## src/hw/dcap_map.svh

```systemverilog
// Functional notes
// RQ1 - Won but stopped: hold D, keep address
// RQ2 - Device makes stop/go flag in channel 2
// RQ3 - Skip arbitration two frames after each frame
// RQ4 - Signalling uses class 1, others class 2
// RQ5 - Lower level after success, restored later
// RQ6 - Idle station sends continuous ones on D
// RQ7 - Over seven ones means channel idle
// RQ8 - Thresholds 8/10 normal, 9/11 lower level
// RQ9 - Echo ones counted, zero restarts count
// RQ10 - Collision: stop, monitor again, send ones
// RQ11 - Terminal multipoint: mode field 001 or 011
// RQ12 - Device compares D with echo continuously; code compares echo only on address bits while arbitrating
// RQ13 - Activation code 1000b/1001b selects class
// RQ14 - After activated indication send class request
// RQ15 - Device accepts class change while activated
// RQ16 - Trunk terminal resets to transparent D
// RQ17 - Trunk multipoint: mode field 001 or 011
// RQ18 - Network termination arbitrates local sources
// RQ19 - Layer 1 channel 1, traffic on 0
// RQ20 - Layer 2 uses slot zero, reads both
// RQ21 - Priority handler enabled, 8 or 10
// RQ22 - Arbitrate only while access flag is one
// RQ23 - Zeros win; overridden station drives ones
// RQ24 - Network handler: n ones before proceed
// RQ25 - Ones counter saturates, clears on zero
// RQ26 - Default class 8 until request chosen
`ifndef DCAP_MAP_SVH
`define DCAP_MAP_SVH
// ----------------------------------------
// Bit positions within a bus frame, and the bit counter step
// ----------------------------------------
`define DCAP_POS_D0      8'h18
`define DCAP_POS_D1      8'h19
`define DCAP_POS_CI0     8'h1A
`define DCAP_POS_CI3     8'h1D
`define DCAP_POS_BAC     8'h58
`define DCAP_POS_TBA0    8'h59
`define DCAP_POS_TBA2    8'h5B
`define DCAP_POS_SG      8'h5C
`define DCAP_CNT_ONE     8'h01
// ----------------------------------------
// Codes and counts
// ----------------------------------------
`define DCAP_HOLD_FRAMES 2'h2
`define DCAP_HOLD_ONE    2'h1
`define DCAP_CI_AR8      4'h8
`define DCAP_CI_ACTIVATE_REQUEST_LOW_PRIO     4'h9
`define DCAP_CI_AI       4'hC
`define DCAP_CI_DI       4'hF
`define DCAP_MODE_COLL   3'h1
`define DCAP_MODE_TRANSP 3'h0
`define DCAP_L1_CHAN     3'h1
`define DCAP_MAP_CHAN    3'h0
`define DCAP_SYNC_W      4
// Pin idle levels: data lines high, clock and sync low
`define DCAP_SYNC_IDLE   4'hC
`endif

```

## src/hw/dcap_pkg.sv

```systemverilog
package dcap_pkg;
   typedef enum logic [2:0] {
      DCAP_IDLE,
      DCAP_ARB,
      DCAP_SEND,
      DCAP_HOLD
   } dcap_state_e;

   typedef struct packed {
      logic [3:0] q1;
      logic [3:0] q2;
      logic [3:0] q3;
      logic [3:0] lvl;
      logic [3:0] rise;
      logic [3:0] fall;
   } dcap_sync_s;

   typedef struct packed {
      dcap_state_e st;
      logic [7:0]  bit_cnt;
      logic        fs_pend;
      logic        drive_low;
      logic        lost;
      logic        sg_stop;
      logic        started;
      logic [1:0]  hold_cnt;
      logic [3:0]  ci_tx;
      logic [3:0]  ci_rx;
      logic        activated;
      logic        done;
      logic        abort;
   } dcap_ctrl_s;
endpackage

```

## src/hw/dcap_sync_if.sv

```systemverilog
`timescale 1ns/1ps
`default_nettype none
interface dcap_sync_if;
   logic [3:0] raw;
   logic [3:0] lvl;
   logic [3:0] rise;
   logic [3:0] fall;
   modport sync (input raw, output lvl, output rise, output fall);
   modport user (output raw, input lvl, input rise, input fall);
endinterface
`default_nettype wire

```

## src/hw/dcap_sync.sv

```systemverilog
`timescale 1ns/1ps
`default_nettype none
`include "dcap_map.svh"
module dcap_sync
   import dcap_pkg::*;
(
   // Clock and reset
   input  wire logic  sys_clk,
   input  wire logic  rst_b,
   // Pin side
   dcap_sync_if.sync  sif
);
   dcap_sync_s s;
   dcap_sync_s next_s;

   // ----------------------------------------
   // Three stages, change taken when 2 and 3 agree
   // ----------------------------------------
   always_comb begin
      next_s      = s;
      next_s.q1   = sif.raw;
      next_s.q2   = s.q1;
      next_s.q3   = s.q2;
      for (int i = 0; i < `DCAP_SYNC_W; i++) begin
         if (s.q2[i] == s.q3[i]) begin
            next_s.lvl[i] = s.q3[i];
         end
      end
      next_s.rise = next_s.lvl & ~s.lvl;
      next_s.fall = ~next_s.lvl & s.lvl;
   end

   always_ff @(posedge sys_clk or negedge rst_b) begin
      if (!rst_b) begin
         s <= '{q1: `DCAP_SYNC_IDLE, q2: `DCAP_SYNC_IDLE, q3: `DCAP_SYNC_IDLE,
                lvl: `DCAP_SYNC_IDLE, rise: 4'h0, fall: 4'h0};
      end else begin
         s <= next_s;
      end
   end

   assign sif.lvl  = s.lvl;
   assign sif.rise = s.rise;
   assign sif.fall = s.fall;
endmodule
`default_nettype wire

```

## src/hw/dcap_ctrl.sv

```systemverilog
`timescale 1ns/1ps
`default_nettype none
`include "dcap_map.svh"
module dcap_ctrl
   import dcap_pkg::*;
(
   // Clock and reset
   input  wire logic       sys_clk,
   input  wire logic       rst_b,
   // Terminal bus pins
   input  wire logic       bus_data_clock,
   input  wire logic       frame_sync,
   input  wire logic       data_down,
   input  wire logic       data_up_in,
   output logic            data_up_out,
   output logic            data_up_oe,
   // Transmit stream
   input  wire logic [2:0] arbitration_address_bits,
   input  wire logic       tx_valid,
   input  wire logic       tx_bit,
   input  wire logic       tx_last,
   output logic            tx_ready,
   output logic            tx_done,
   output logic            tx_abort,
   // Activation and class
   input  wire logic       act_req,
   input  wire logic       prio_signalling,
   output logic            activated,
   // Configuration
   input  wire logic       coll_enable,
   input  wire logic       inet_mode,
   output logic [2:0]      dchan_mode_field,
   output logic [2:0]      l1_chan_sel,
   output logic            nt_fsm_on,
   output logic [2:0]      map_chan_sel
);
   dcap_ctrl_s s;
   dcap_ctrl_s next_s;
   dcap_sync_if sif ();
   logic       dcl_re;
   logic       dcl_fe;
   logic       fs_re;
   logic       dn_v;
   logic       up_v;
   logic [7:0] cnt_n;
   logic       d_pos;
   logic [3:0] class_code;

   // ----------------------------------------
   // Pin synchronisers
   // ----------------------------------------
   assign sif.raw = {data_up_in, data_down, frame_sync, bus_data_clock};

   dcap_sync u_sync (
      .sys_clk (sys_clk),
      .rst_b   (rst_b),
      .sif     (sif)
   );

   assign dcl_re = sif.rise[0];
   assign dcl_fe = sif.fall[0];
   assign fs_re  = sif.rise[1];
   assign dn_v   = sif.lvl[2];
   assign up_v   = sif.lvl[3];
   assign cnt_n  = s.fs_pend ? 8'h00 : s.bit_cnt + `DCAP_CNT_ONE;
   assign d_pos  = (cnt_n == `DCAP_POS_D0) || (cnt_n == `DCAP_POS_D1);
   assign class_code = prio_signalling ? `DCAP_CI_AR8 : `DCAP_CI_ACTIVATE_REQUEST_LOW_PRIO; // RQ4 RQ26

   // Data bit consumed only on go
   assign tx_ready = dcl_re && d_pos && (s.st == DCAP_SEND) && !s.sg_stop; // RQ1

   // ----------------------------------------
   // Frame timing, arbitration and transmit
   // ----------------------------------------
   always_comb begin
      next_s      = s;
      next_s.done  = 1'b0;
      next_s.abort = 1'b0;
      next_s.ci_tx = (act_req || s.activated) ? class_code : `DCAP_CI_DI; // RQ14
      if (fs_re) begin
         next_s.fs_pend = 1'b1;
         if (s.st == DCAP_HOLD) begin
            if (s.hold_cnt <= `DCAP_HOLD_ONE) begin
               next_s.st = DCAP_IDLE;
            end
            next_s.hold_cnt = s.hold_cnt - `DCAP_HOLD_ONE; // RQ3
         end
      end
      if (dcl_re) begin
         next_s.fs_pend   = 1'b0;
         next_s.bit_cnt   = cnt_n;
         next_s.drive_low = 1'b0; // RQ6
         if (d_pos) begin
            if (tx_ready && tx_valid) begin
               next_s.drive_low = !tx_bit;
               next_s.started   = 1'b1;
               if (tx_last) begin
                  next_s.done     = 1'b1;
                  next_s.st       = DCAP_HOLD;
                  next_s.hold_cnt = `DCAP_HOLD_FRAMES; // RQ3
               end
            end
         end else if (cnt_n >= `DCAP_POS_CI0 && cnt_n <= `DCAP_POS_CI3) begin
            next_s.drive_low = !s.ci_tx[3 - 2'(cnt_n - `DCAP_POS_CI0)]; // RQ20
         end else if (cnt_n == `DCAP_POS_BAC) begin
            next_s.drive_low = (s.st == DCAP_SEND); // RQ1
         end else if (cnt_n >= `DCAP_POS_TBA0 && cnt_n <= `DCAP_POS_TBA2) begin
            if ((s.st == DCAP_ARB || s.st == DCAP_SEND) && !s.lost) begin
               next_s.drive_low =
                  !arbitration_address_bits[2'(cnt_n - `DCAP_POS_TBA0)]; // RQ23
            end
         end
      end
      if (dcl_fe) begin
         if (s.bit_cnt == `DCAP_POS_BAC) begin
            if (s.st == DCAP_IDLE && tx_valid && up_v) begin
               next_s.st   = DCAP_ARB; // RQ22
               next_s.lost = 1'b0;
            end
         end
         if (s.st == DCAP_ARB && s.bit_cnt >= `DCAP_POS_TBA0
             && s.bit_cnt <= `DCAP_POS_TBA2) begin
            if (arbitration_address_bits[2'(s.bit_cnt - `DCAP_POS_TBA0)] != up_v) begin
               next_s.lost = 1'b1; // RQ23
            end
            if (s.bit_cnt == `DCAP_POS_TBA2) begin
               next_s.st      = next_s.lost ? DCAP_IDLE : DCAP_SEND;
               next_s.started = 1'b0;
            end
         end
         if (s.bit_cnt == `DCAP_POS_SG) begin
            next_s.sg_stop = dn_v;
            if (s.st == DCAP_SEND && s.started && dn_v) begin
               next_s.st    = DCAP_IDLE; // RQ10
               next_s.abort = 1'b1;
            end
         end
         if (s.bit_cnt >= `DCAP_POS_CI0 && s.bit_cnt <= `DCAP_POS_CI3) begin
            next_s.ci_rx = {s.ci_rx[2:0], dn_v};
            if (s.bit_cnt == `DCAP_POS_CI3) begin
               if ({s.ci_rx[2:0], dn_v} == `DCAP_CI_AI) begin
                  next_s.activated = 1'b1; // RQ14
               end else if ({s.ci_rx[2:0], dn_v} == `DCAP_CI_DI) begin
                  next_s.activated = 1'b0;
               end
            end
         end
      end
      case (next_s.st)
         DCAP_IDLE, DCAP_ARB, DCAP_SEND, DCAP_HOLD: begin
         end
         default: begin
            next_s.st = DCAP_IDLE;
         end
      endcase
   end

   always_ff @(posedge sys_clk or negedge rst_b) begin
      if (!rst_b) begin
         s <= '{st: DCAP_IDLE, bit_cnt: 8'h00, fs_pend: 1'b0, drive_low: 1'b0,
                lost: 1'b0, sg_stop: 1'b1, started: 1'b0, hold_cnt: 2'h0,
                ci_tx: `DCAP_CI_DI, ci_rx: `DCAP_CI_DI, activated: 1'b0,
                done: 1'b0, abort: 1'b0};
      end else begin
         s <= next_s;
      end
   end

   // ----------------------------------------
   // Outputs
   // ----------------------------------------
   assign data_up_out      = 1'b0;
   assign data_up_oe       = s.drive_low;
   assign tx_done          = s.done;
   assign tx_abort         = s.abort;
   assign activated        = s.activated;
   assign dchan_mode_field = coll_enable ? `DCAP_MODE_COLL : `DCAP_MODE_TRANSP; // RQ11 RQ17
   assign l1_chan_sel      = inet_mode ? `DCAP_L1_CHAN : `DCAP_MAP_CHAN; // RQ19
   assign nt_fsm_on        = inet_mode; // RQ19
   assign map_chan_sel     = `DCAP_MAP_CHAN; // RQ19
endmodule
`default_nettype wire

```

## config.mk

```make
export PLATFORM = sky130hd
export DESIGN_NAME = dcap_ctrl
export DESIGN_NICKNAME = d
export VERILOG_FILES = /design/src/hw/dcap_pkg.sv /design/src/hw/dcap_sync_if.sv /design/src/hw/dcap_sync.sv /design/src/hw/dcap_ctrl.sv
export VERILOG_INCLUDE_DIRS = /design/src /design/src/hw
export SDC_FILE = /design/constraint.sdc
export NUM_CORES = 1
export LEC_CHECK = 0
export ABC_AREA = 1
export BUFFER_PORTS_ARGS = -buffer_cell sky130_fd_sc_hd__buf_2
export CAP_MARGIN = 15
export CORE_MARGIN = 10
export CORE_UTILIZATION = 53
export DETAILED_ROUTE_END_ITERATION = 12
export PLACE_DENSITY_LB_ADDON = 0.12
export SLEW_MARGIN = 40
export SYNTH_ARGS = -nofsm -noshare
export SYNTH_HDL_FRONTEND = slang
export SYNTH_HIERARCHICAL = 1
export SYNTH_SLANG_ARGS = --single-unit
export TNS_END_PERCENT = 50
```

## constraint.sdc

```tcl
create_clock -name sys_clk -period 2.1 [get_ports sys_clk]
set_clock_uncertainty 0.15 [all_clocks]
set_input_delay 0.315 -clock sys_clk [delete_from_list [all_inputs] [get_ports sys_clk]]
set_output_delay 0.315 -clock sys_clk [all_outputs]
set_load 0.005 [all_outputs]
```

Yosys cells after proc, flatten, opt, wreduce, memory -nomap -nowiden. Cells that the tools add are included.

Bitwise gates (word level): 4. Mux-type cells: 62. Shifts and indexed selects: 0. Multipliers: 0. Reductions and logical operators: 30. $lt $le $gt $ge: 12. $add $sub $neg: 6. Equal/unequal tests: 20. Div/mod/pow operators: 0.

Operators with widths (number): 2-to-1 mux 3 bit (18); 2-to-1 mux 1 bit (35); equality test 8 x 7 -> 1 bit (second input constant) (4); < comparator 32 x 3 -> 1 bit (second input constant) (1); equality test 8 x 5 -> 1 bit (second input constant) (3); greater-or-equal comparator 8 x 5 -> 1 bit (second input constant) (2); greater-or-equal comparator 8 x 7 -> 1 bit (second input constant) (2); less-or-equal comparator 8 x 5 -> 1 bit (second input constant) (2); less-or-equal comparator 8 x 7 -> 1 bit (second input constant) (2); logical AND 1 bit (14); 2-to-1 mux 13 bit (1); equality test 3 x 2 -> 1 bit (second input constant) (4); adder 8 x 1 -> 8 bit (second input constant) (1); equality test 4 bit (second input constant) (2); 2-to-1 mux 2 bit (4); 2-to-1 mux 8 bit (1); binary-select mux 1 bit (select 2 bit) (3); equality test 3 x 1 -> 1 bit (second input constant) (2); zero test 3 bit (2); < comparator 2 x 3 -> 1 bit (second input constant) (2); subtractor 2 x 1 -> 2 bit (second input constant) (3); zero test 1 bit (5); equality test 1 bit (4); AND reduction 2 bit (2); 12 further kinds (15).

RAM bits: 0. Flip-flop bits (word level): 47. Bits in read-only memories: 0. Memories kept: 0. Word-level logic and storage cells: 153. Latch bits: 0.

Logic depth before layout (Yosys ltp). Gate-level depths: netlist of run 1.

Word-level depth: 22. Depth in mapped cells: 18. Gate-level depth less buffers: 18.

Cells and area by module. Netlist of run 1, hierarchy kept.

By module, submodules not included: dcap_ctrl (cells an instance 262, area an instance 1900.6 um2, instances 1); dcap_sync (cells an instance 66, area an instance 830.8 um2, instances 1).

Worst setup path before layout of run 1. Ideal clock, no wire load.

Path kind: flip-flop to flip-flop. From: register s[18] (netlist bit). To: register s (netlist bit data_up_oe). Buffers on the path: 0. Setup time: 73 ps. Path slack: -205 ps. Data arrival time: 2082 ps. Stages on the path, launching flop included: 18. Data required time: 1877 ps. Cell sequence: dfrtp_1 -> inv_1 -> ha_1 -> inv_1 -> nor2_1 -> inv_1 -> ha_1 -> nand2_1 -> nand2_1 -> a21oi_1 -> nand3_1 -> nor2_1 -> nand3_1 -> nor2_1 -> nor2_1 -> nand2_1 -> nand3_2 -> a21oi_2.

Word-level cells in the longest chain between the ends: 11.

RTL lines: start: declaration (RTL line dcap_ctrl.sv:37) `dcap_ctrl_s s;`; start signal: assignment (RTL line dcap_ctrl.sv:160) `s <= '{st: DCAP_IDLE, bit_cnt: 8'h00, fs_pend: 1'b0, drive_low: 1'b0,`; start signal: assignment (RTL line dcap_ctrl.sv:165) `s <= next_s;`; adder 8 x 1 -> 8 bit (no line) (*); 2-to-1 mux 8 bit (no line) (*); via cnt_n[1] (RTL line dcap_ctrl.sv:45) `logic [7:0] cnt_n;`; subtractor 2 x 1 -> 2 bit (no line); binary-select mux 1 bit (select 2 bit) (RTL line dcap_ctrl.sv:110) `` !arbitration_address_bits[2'(cnt_n - `DCAP_POS_TBA0)]; ``; 2-to-1 mux 1 bit (RTL line dcap_ctrl.sv:110); zero test 1 bit (RTL line dcap_ctrl.sv:110); 2-to-1 mux 1 bit (RTL line dcap_ctrl.sv:108) `if ((s.st == DCAP_ARB || s.st == DCAP_SEND) && !s.lost) begin`; 2-to-1 mux 1 bit (RTL line dcap_ctrl.sv:107) `` end else if (cnt_n >= `DCAP_POS_TBA0 && cnt_n <= `DCAP_POS_TBA2) begin ``; 2-to-1 mux 1 bit (RTL line dcap_ctrl.sv:105) `` end else if (cnt_n == `DCAP_POS_BAC) begin ``; 2-to-1 mux 1 bit (RTL line dcap_ctrl.sv:103) `` end else if (cnt_n >= `DCAP_POS_CI0 && cnt_n <= `DCAP_POS_CI3) begin ``; 2-to-1 mux 1 bit (*) (RTL line dcap_ctrl.sv:93) `if (d_pos) begin`.

Mark *: on every way through the listed nets, which the timed path passes. The rest lies on a longest branch. The select of a mux whose other input is x is not followed. A chain may end at the register's enable or synchronous reset.

Worst setup path after layout of run 1.
From: register s[18] (netlist bit). To: output tx_ready.

Word-level cells in the longest chain between the ends: 7.

RTL lines: adder 8 x 1 -> 8 bit (no line) (*); 2-to-1 mux 8 bit (no line) (*); via cnt_n[1] (RTL line dcap_ctrl.sv:45); equality test 8 x 5 -> 1 bit (no line); logical OR 1 bit (*) (RTL line dcap_ctrl.sv:66) `` assign d_pos = (cnt_n == `DCAP_POS_D0) || (cnt_n == `DCAP_POS_D1); ``; logical AND 1 bit (*) (3 in a row) (RTL line dcap_ctrl.sv:70) `assign tx_ready = dcl_re && d_pos && (s.st == DCAP_SEND) && !s.sg_stop;`; end: declaration (RTL line dcap_ctrl.sv:22) `output logic tx_ready,`.

Mark *: on every way through the listed nets, which the timed path passes. The rest lies on a longest branch.

==> results.sh, run 1 <==
export IMPL_core_area_mm2=0.00466
export IMPL_firstDrtPassIters=4
export IMPL_grt_pass1_vias=2094
export IMPL_worstPathBufferInverterCount=6
export IMPL_hp_class="in -> reg"
export IMPL_cpMaxStageDelayCell="dfrtp_2"
export IMPL_worst_path_max_fanout=4
export IMPL_drtAntennaViolNets=0
export IMPL_cp_slowest_stage_delay_ns=0.46
export IMPL_syn_inst=309
export IMPL_cp_common_cell="inv_2"
export IMPL_instances_no_fill=428
export IMPL_ff2ff_setup_slack_ns=-0.34
export IMPL_setup_slack_ns=-0.442
export IMPL_min_period_ns=2.54
export IMPL_grt_total_usage_pct=15.7
export IMPL_initial_utilization_pct=54.0
export IMPL_hpwl_mm=4.48
export IMPL_cts_max_level=2
export IMPL_cts_sinks=45
export IMPL_yosys_warnings=6
export IMPL_nets=398
export IMPL_setup_worst_path_start="s[18]"
export IMPL_drt_initial_drc_count=183
export IMPL_cp_start_kind="flop"
export IMPL_port_buffer_count=18
export IMPL_diodes=0
export IMPL_required_ns=1.63
export IMPL_clk_pin_slew_ns=0.08
export IMPL_die_w_um=88.9
export IMPL_cts_inserted_buffers=5
export IMPL_holdCritStartpoint="prio_signalling"
export IMPL_failed_checks="setup timing"
export IMPL_crit_chain="inv_2, ha_4, inv_4, nor2_4, inv_2, buf_6, ha_4, o21ai_2, nor2_4, inv_2, nor4_4, buf_2"
export IMPL_crit_arrival_ns=2.08
export IMPL_syn_area_mm2=0.00252
export IMPL_routed_via_density=5.00
export IMPL_cts_root_buf="clkbuf_8"
export IMPL_leakagePower_nw=1.50
export IMPL_rsz0062_at_grt="true"
export IMPL_cp_top_family="buffers and inverters"
export IMPL_avgRoutedWirePerCell_um=13.7
export IMPL_fmax_mhz=393
export IMPL_power_density_mw_per_mm2=746
export IMPL_row_count=25
export IMPL_finalHoldViolCount=0
export IMPL_setup_viol=2
export IMPL_drc=0
export IMPL_clock_path_buffers=2
export IMPL_dieArea_mm2=0.00791
export IMPL_pin_count=32
export IMPL_areaGrowthSynthToFinish_pct=26.4
export IMPL_die_y_um=88.9
export IMPL_routed_wl_mm=5.87
export IMPL_syn_area_per_cell_um2=8.15
export IMPL_cts_tree="built"
export IMPL_critPathCaptureType="output pin"
export IMPL_dr_total_vias=2139
export IMPL_dp_cells=408
export IMPL_grt_pass1_wl_mm=9.67
export IMPL_critical_path_class="reg -> out"
export IMPL_r2r_start="s[19]"
export IMPL_whs_ns=0.0222
export IMPL_outcome="finished, violations left"
export IMPL_grt_antenna_before_repair=0
export IMPL_drive_gt1_share_pct=32.9
export IMPL_place_gp_congestion=0.952
export IMPL_final_max_slew_violation_count=0
export IMPL_drv_cap=0
export IMPL_clock_latency_ns=0.31
export IMPL_peakVddDrop_mv=0.455
export IMPL_grt_max_degree=21
export IMPL_grt_overflow_total=0
export IMPL_p_total_mw=2.38
export IMPL_min_period_over_period_pct=121
-- cell type report --
cell class                 count  area (µm²)
fill                         380        1480
clock buffer                   5        68.8
timing repair buffer          67         488
multi-input combinational    211        1230
clock inverter                 3        21.3
sequential                    45        1150
tap                           54        67.6
inverter                      43         164
-- layout by cell type (no fill, tap or decap), types with 5 or more instances in the layout --
cell type	count
a21oi_1	13
buf_2	18
buf_4	39
clkbuf_8	5
conb_1	9
dfrtp_1	27
dfstp_2	14
dlygate4sd3_1	6
ha_4	5
inv_1	37
inv_2	5
nand2_1	65
nand3_1	18
nand3_2	6
nor2_1	34
nor3_1	7
o21ai_0	12
-- repair_timing --
action                                  CTS  global route
endpoints found under the setup margin    7             8
buffers inserted                          4             2
pin swaps                                 1             4
hold buffers                              6             0
resized for setup                         7            21
hold endpoints to repair                 13             0
-- flip-flops by register name (all words and copies together), names as in the netlist --
signal / flops
tx_done: 1
u_sync/sif.fall: 1
u_sync/sif.rise: 2
u_sync/s: 4
u_sync/next_s: 8
activated: 1
u_sync/sif.lvl: 4
tx_abort: 1
s: 22
data_up_oe: 1
-- metrics by stage --
step	TNS, ns	cell area (µm²)	utilization (%)	setup slack, ns
floorplan	-0.0378	2560	-	-0.0378
global route	-1.63	3180	68.3	-0.590
global placement	-0.238	2870	61.6	-0.129
finish	-0.786	3180	68.3	-0.442
detailed placement	-0.537	2870	61.6	-0.171
CTS	-0.659	3090	66.3	-0.458
-- worst reg2reg max path: stages (launching register included) --
cell,delay (ns)
dfrtp_2,0.42
inv_2,0.07
ha_4,0.28
inv_4,0.04
nor2_4,0.09
inv_2,0.06
buf_6,0.12
buf_4,0.13
ha_4,0.15
nand2_1,0.05
nand2_1,0.05
a21oi_1,0.13
nand3_1,0.08
nor2_1,0.09
nand3_1,0.07
nor2_1,0.11
nor2_1,0.05
nand2_1,0.07
nand3_2,0.07
a21oi_2,0.11
-- metal layers --
metal / vias up / wire, µm / global-route usage (%)
li1: 1100 / - / -
met1: 967 / 2600 / 19.7
met2: 59 / 2770 / 25.9
met3: 13 / 369 / 3.46
met4: 0 / 131 / 5.78
met5: - / 0 / 0
-- path summary, 6_finish.rpt --
check / endpoint / cells after the start
max: tx_ready / 12
min: s[7] / 2
max reg2reg: data_up_oe / 19
min reg2reg: u_sync/next_s[14] / 0
max in group asynchronous: s[3] / 3
min in group asynchronous: s[23] / 2
-- power breakdown --
part	total (mW)	switching (mW)	internal, mW	leakage [nW]
sequential	0.994	0.0629	0.931	0.535
clock	0.559	0.322	0.237	0.0445
combinational	0.824	0.404	0.420	0.923
(Power assumes the default switching activity.)
==> run 2: changes to the inputs <==
ABC_AREA = default   (was 1)
==> results.sh, run 2 <==
export IMPL_outcome="finished, violations left"
export IMPL_failed_checks="setup timing"
export IMPL_place_area_mm2=0.00287
export IMPL_final_common_cell="buf_4"
export IMPL_port_buffer_count=18
export IMPL_cts_tree="built"
export IMPL_syn_area_per_cell_um2=9.80
export IMPL_power_density_mw_per_mm2=891
export IMPL_n_fill_cell=312
export IMPL_areaGrowthSynthToFinish_pct=29.0
export IMPL_cpMaxStageDelayCell="dfrtp_2"
export IMPL_design_area_mm2=0.00321
export IMPL_final_max_slew_violation_count=0
export IMPL_hp_class="in -> reg"
export IMPL_peakVddDrop_mv=0.602
export IMPL_dr_total_vias=1985
export IMPL_clock_latency_ns=0.32
export IMPL_layout_common_cells="buf_4, dfrtp_1, nand2_1"
export IMPL_fmax_mhz=409
export IMPL_firstDrtPassIters=4
export IMPL_routed_via_density=5.34
export IMPL_drtAntennaViolNets=0
export IMPL_cts_max_level=2
export IMPL_critical_path_class="reg -> out"
export IMPL_avgRoutedWirePerCell_um=15.5
export IMPL_drc=0
export IMPL_ff2ff_setup_slack_ns=-0.29
export IMPL_die_w_um=88.5
export IMPL_tns_ns=-1.64
export IMPL_setup_slack_ns=-0.343
export IMPL_min_period_over_period_pct=116
export IMPL_pin_count=32
export IMPL_nets=344
export IMPL_cts_inserted_buffers=5
export IMPL_critPathCaptureType="output pin"
export IMPL_worst_path_max_fanout=4
export IMPL_finalHoldViolCount=0
export IMPL_row_count=24
export IMPL_syn_inst=254
export IMPL_p_total_mw=2.86
export IMPL_cp_slowest_stage_delay_ns=0.46
export IMPL_min_period_ns=2.44
export IMPL_grt_antenna_before_repair=0
export IMPL_core_area_mm2=0.00444
export IMPL_r2r_start="s[18]"
export IMPL_place_gp_congestion=0.858
export IMPL_setup_viol=7
export IMPL_hpwl_mm=4.10
export IMPL_utilization_pct=72.3
export IMPL_holdCritStartpoint="prio_signalling"
export IMPL_grt_max_degree=30
export IMPL_rsz0062_at_grt="true"
export IMPL_cp_top_family="simple AND/OR/NAND/NOR gates"
export IMPL_initial_utilization_pct=56.0
export IMPL_cts_root_buf="clkbuf_8"
export IMPL_routed_wl_mm=5.76
export IMPL_leakagePower_nw=1.41
export IMPL_holdPathStages=2
export IMPL_cp_start_kind="flop"
export IMPL_cts_sinks=45
export IMPL_drv_cap=0
export IMPL_grt_pass1_vias=1945
export IMPL_yosys_warnings=6
export IMPL_drt_initial_drc_count=265
export IMPL_drive_gt1_share_pct=40.0
export IMPL_r2r_end="s[26]"
export IMPL_syn_area_mm2=0.00249
export IMPL_required_ns=1.63
export IMPL_grt_pass1_wl_mm=9.18
export IMPL_largest_reg_flops=22
export IMPL_worstPathBufferInverterCount=3
export IMPL_clock_path_buffers=2
export IMPL_ff2ff_path_depth=12
export IMPL_regMostFlops="s"
export IMPL_crit_chain="inv_4, ha_4, nand2b_4, buf_6, ha_4, nor2_4, nor4_4, and3_4, buf_6"
export IMPL_die_y_um=88.5
export IMPL_grt_overflow_total=0
export IMPL_clk_pin_slew_ns=0.11
export IMPL_grt_total_usage_pct=14.7
export IMPL_dieArea_mm2=0.00784
export IMPL_diodes=0
export IMPL_crit_arrival_ns=1.98
export IMPL_holdPathEnd="s[7]"
export IMPL_place_ws_ns=-0.240
==> run 2: area by class of cell <==
cell class	instances	area [µm²]	share of cell area, %
clock buffer	5	68.8	2.14
clock inverter	3	28.8	0.896
inverter	18	70.1	2.18
multi-input combinational	176	1290	40.0
sequential	45	1140	35.6
tap	52	65.1	2.03
timing repair buffer	73	548	17.1
==> run 2: through the flow <==
stage | instances | hold slack, ns
2_1_floorplan | 262 | -0.131
3_3_place_gp | 348 | 0.124
3_5_place_dp | 348 | 0.128
4_1_cts | 367 | 0.00996
5_1_grt | 372 | 0.0200
6_report | 372 | 0.000521
==> run 2: worst max-delay path by stage <==
stage                     depth (start not counted)  slack (ns)         end  startpoint
after global placement                           11       -0.19  data_up_oe       s[18]
after CTS                                         9       -0.35    tx_ready       s[18]
final                                             9       -0.34    tx_ready       s[18]
after global routing                              9       -0.42    tx_ready       s[18]
after detailed placement                         11       -0.24  data_up_oe       s[18]
after floorplan                                  11       -0.18  data_up_oe       s[18]
==> run 2: worst register-to-register path: cells and delay by family (launching register included) <==
| family | cells | cell delay, ns |
|---|---|---|
| flops | 1 | 0.46 |
| fa+ha+maj | 2 | 0.35 |
| compound gates | 1 | 0.28 |
| simple gates | 5 | 0.67 |
| buf+inv | 4 | 0.37 |
==> run 2: timing repair <==
item                                   in CTS  in global routing
pin swaps                                   8                 11
gates resized for setup                    17                  9
setup endpoints to repair                   8                 11
endpoints found under the hold margin      18                  0
setup buffers                               5                  5
hold buffers                                6                  0
==> run 2: metal layers <==
layer / wire length [µm] / global-route usage [%] / vias up
met2: 2700 / 23.8 / 62
met3: 321 / 3.86 / 6
li1: - / - / 990
met1: 2690 / 19.2 / 927
met4: 44 / 3.08 / 0
met5: 0 / 0 / -
==> run 2: report_power, final <==
group | total (mW) | internal (mW) | switching [mW]
sequential | 1.02 | 0.944 | 0.0730
combinational | 1.24 | 0.643 | 0.601
clock | 0.601 | 0.252 | 0.350
total | 2.86 | 1.84 | 1.02
==> run 3: changes to the inputs <==
GPL_TIMING_DRIVEN = 0   (was default)
==> results.sh, run 3 (same netlist as run 2, synthesis figures left out) <==
export IMPL_worstPathBufferInverterCount=2
export IMPL_multi_input_area_mm2=0.00131
export IMPL_initial_utilization_pct=56.0
export IMPL_instances_no_fill=369
export IMPL_worst_path_max_fanout=4
export IMPL_dieArea_mm2=0.00784
export IMPL_hpwl_mm=3.81
export IMPL_drc=0
export IMPL_min_period_over_period_pct=116
export IMPL_tightest_slew_ns=0.569
export IMPL_met1_length_mm=2.51
export IMPL_routed_via_density=5.52
export IMPL_clock_latency_ns=0.31
export IMPL_cp_top_family="simple AND/OR/NAND/NOR gates"
export IMPL_critical_path_class="reg -> out"
export IMPL_grt_overflow_total=0
export IMPL_drt_initial_drc_count=180
export IMPL_regMostFlops="s"
export IMPL_grt_max_degree=46
export IMPL_dr_wl_met3_um=446
export IMPL_clock_path_buffers=2
export IMPL_holdPathStages=2
export IMPL_finalHoldViolCount=0
export IMPL_worst_slew_margin_rel_pct=62.1
export IMPL_peakVddDrop_mv=0.528
export IMPL_grt_pass1_wl_mm=9.34
export IMPL_place_gp_congestion=0.939
export IMPL_drive_gt1_share_pct=40.1
export IMPL_crit_arrival_ns=1.96
export IMPL_layout_common_cells="buf_4, dfrtp_1, nand2_1"
export IMPL_cts_max_level=2
export IMPL_firstDrtPassIters=6
export IMPL_highest_layer="met4"
export IMPL_row_count=24
export IMPL_hp_class="in -> reg"
export IMPL_die_y_um=88.5
export IMPL_rsz0062_at_grt="true"
export IMPL_grt_total_usage_pct=15.2
export IMPL_cts_root_buf="clkbuf_8"
export IMPL_power_density_mw_per_mm2=867
export IMPL_met2_length_mm=2.82
export IMPL_die_w_um=88.5
export IMPL_outcome="finished, violations left"
export IMPL_nets=341
export IMPL_cts_tree="built"
export IMPL_grt_pass1_vias=1975
export IMPL_cp_slowest_stage_delay_ns=0.45
export IMPL_core_area_mm2=0.00444
export IMPL_utilization_pct=71.6
export IMPL_diodes=0
export IMPL_setup_slack_ns=-0.327
export IMPL_regArea_mm2=0.00115
export IMPL_min_period_ns=2.43
export IMPL_cp_num_cells=6
export IMPL_cts_inserted_buffers=5
export IMPL_cp_start_kind="flop"
export IMPL_critPathCaptureType="output pin"
export IMPL_routed_wl_mm=5.89
export IMPL_final_common_cell="buf_4"
export IMPL_failed_checks="setup timing"
export IMPL_drtAntennaViolNets=0
export IMPL_dp_cells=335
export IMPL_leakagePower_nw=1.38
export IMPL_port_buffer_count=21
export IMPL_crit_chain="buf_4, nand2_2, or3_4, o22ai_4, and3_4, buf_6"
export IMPL_drv_cap=0
export IMPL_whs_ns=0.0621
export IMPL_ff2ff_path_depth=11
export IMPL_cts_sinks=45
export IMPL_fmax_mhz=412
export IMPL_largest_reg_flops=22
export IMPL_final_max_slew_violation_count=0
export IMPL_dr_total_vias=2038
export IMPL_areaGrowthSynthToFinish_pct=27.8
export IMPL_cpMaxStageDelayCell="dfrtp_2"
export IMPL_required_ns=1.63
export IMPL_pin_count=32
export IMPL_avgRoutedWirePerCell_um=16.0
export IMPL_clk_pin_slew_ns=0.09
export IMPL_grt_antenna_before_repair=0
export IMPL_n_fill_cell=337
export IMPL_setup_viol=4
export IMPL_tns_ns=-0.885
run 3: final cells by class:
| cell class | count | area share [%] |
|---|---|---|
| clock buffers | 5 | 2.16 |
| inverters | 18 | 2.28 |
| flip-flops and latches | 45 | 36.0 |
| plain buffers | 22 | 4.87 |
| multi-input cells | 176 | 41.1 |
| repair buffers | 48 | 10.6 |
| well taps | 52 | 2.04 |
| clock inverters | 3 | 0.904 |
run 3: timing repair:
item | CTS | global route
gates cloned | 0 | 0
gates resized for setup | 15 | 16
hold buffers | 7 | 0
pin swaps | 12 | 12
setup buffers | 15 | 5
setup endpoints to repair | 7 | 11
endpoints found under the hold margin | 37 | 0
run 3: stage by stage:
step	total power [mW]	instance area, µm²	worst slack [ns]
floorplan	1.61	2560	-0.179
global placement	1.79	2730	-0.440
detailed placement	1.80	2740	-0.455
CTS	2.59	3080	-0.279
global route	2.92	3180	-0.447
finish	2.76	3180	-0.327
run 3: per-layer routing:
| layer | up-vias | GRT usage (%) |
|---|---|---|
| li1 | 987 | - |
| met1 | 962 | 18.3 |
| met2 | 77 | 24.9 |
| met3 | 12 | 5.06 |
| met4 | 0 | 5.14 |
| met5 | - | 0 |
run 3: where the power goes:
| part | internal, mW | leakage [nW] | switching, mW |
|---|---|---|---|
| registers | 0.945 | 0.531 | 0.0845 |
| clock network | 0.251 | 0.0511 | 0.337 |
| logic | 0.564 | 0.803 | 0.579 |
| total | 1.76 | 1.38 | 1.00 |
run 3: final timing paths:
kind	slack [ns]	to	from
max	-0.33	tx_ready	s[18]
min	0.06	data_up_oe	tx_bit
max reg2reg	-0.32	data_up_oe	s[18]
min reg2reg	0.21	u_sync/next_s[13]	u_sync/next_s[17]
max in group asynchronous	0.99	s[19]	rst_b
min in group asynchronous	0.38	s[21]	rst_b
run 3: worst register-to-register path, delay by kind of cell, from the launching register on:
kind            cells  cell delay (ns)
compound gates      5             0.93
fa+ha+maj           2             0.51
simple gates        3             0.25
buf+inv             1             0.06
flops               1             0.45
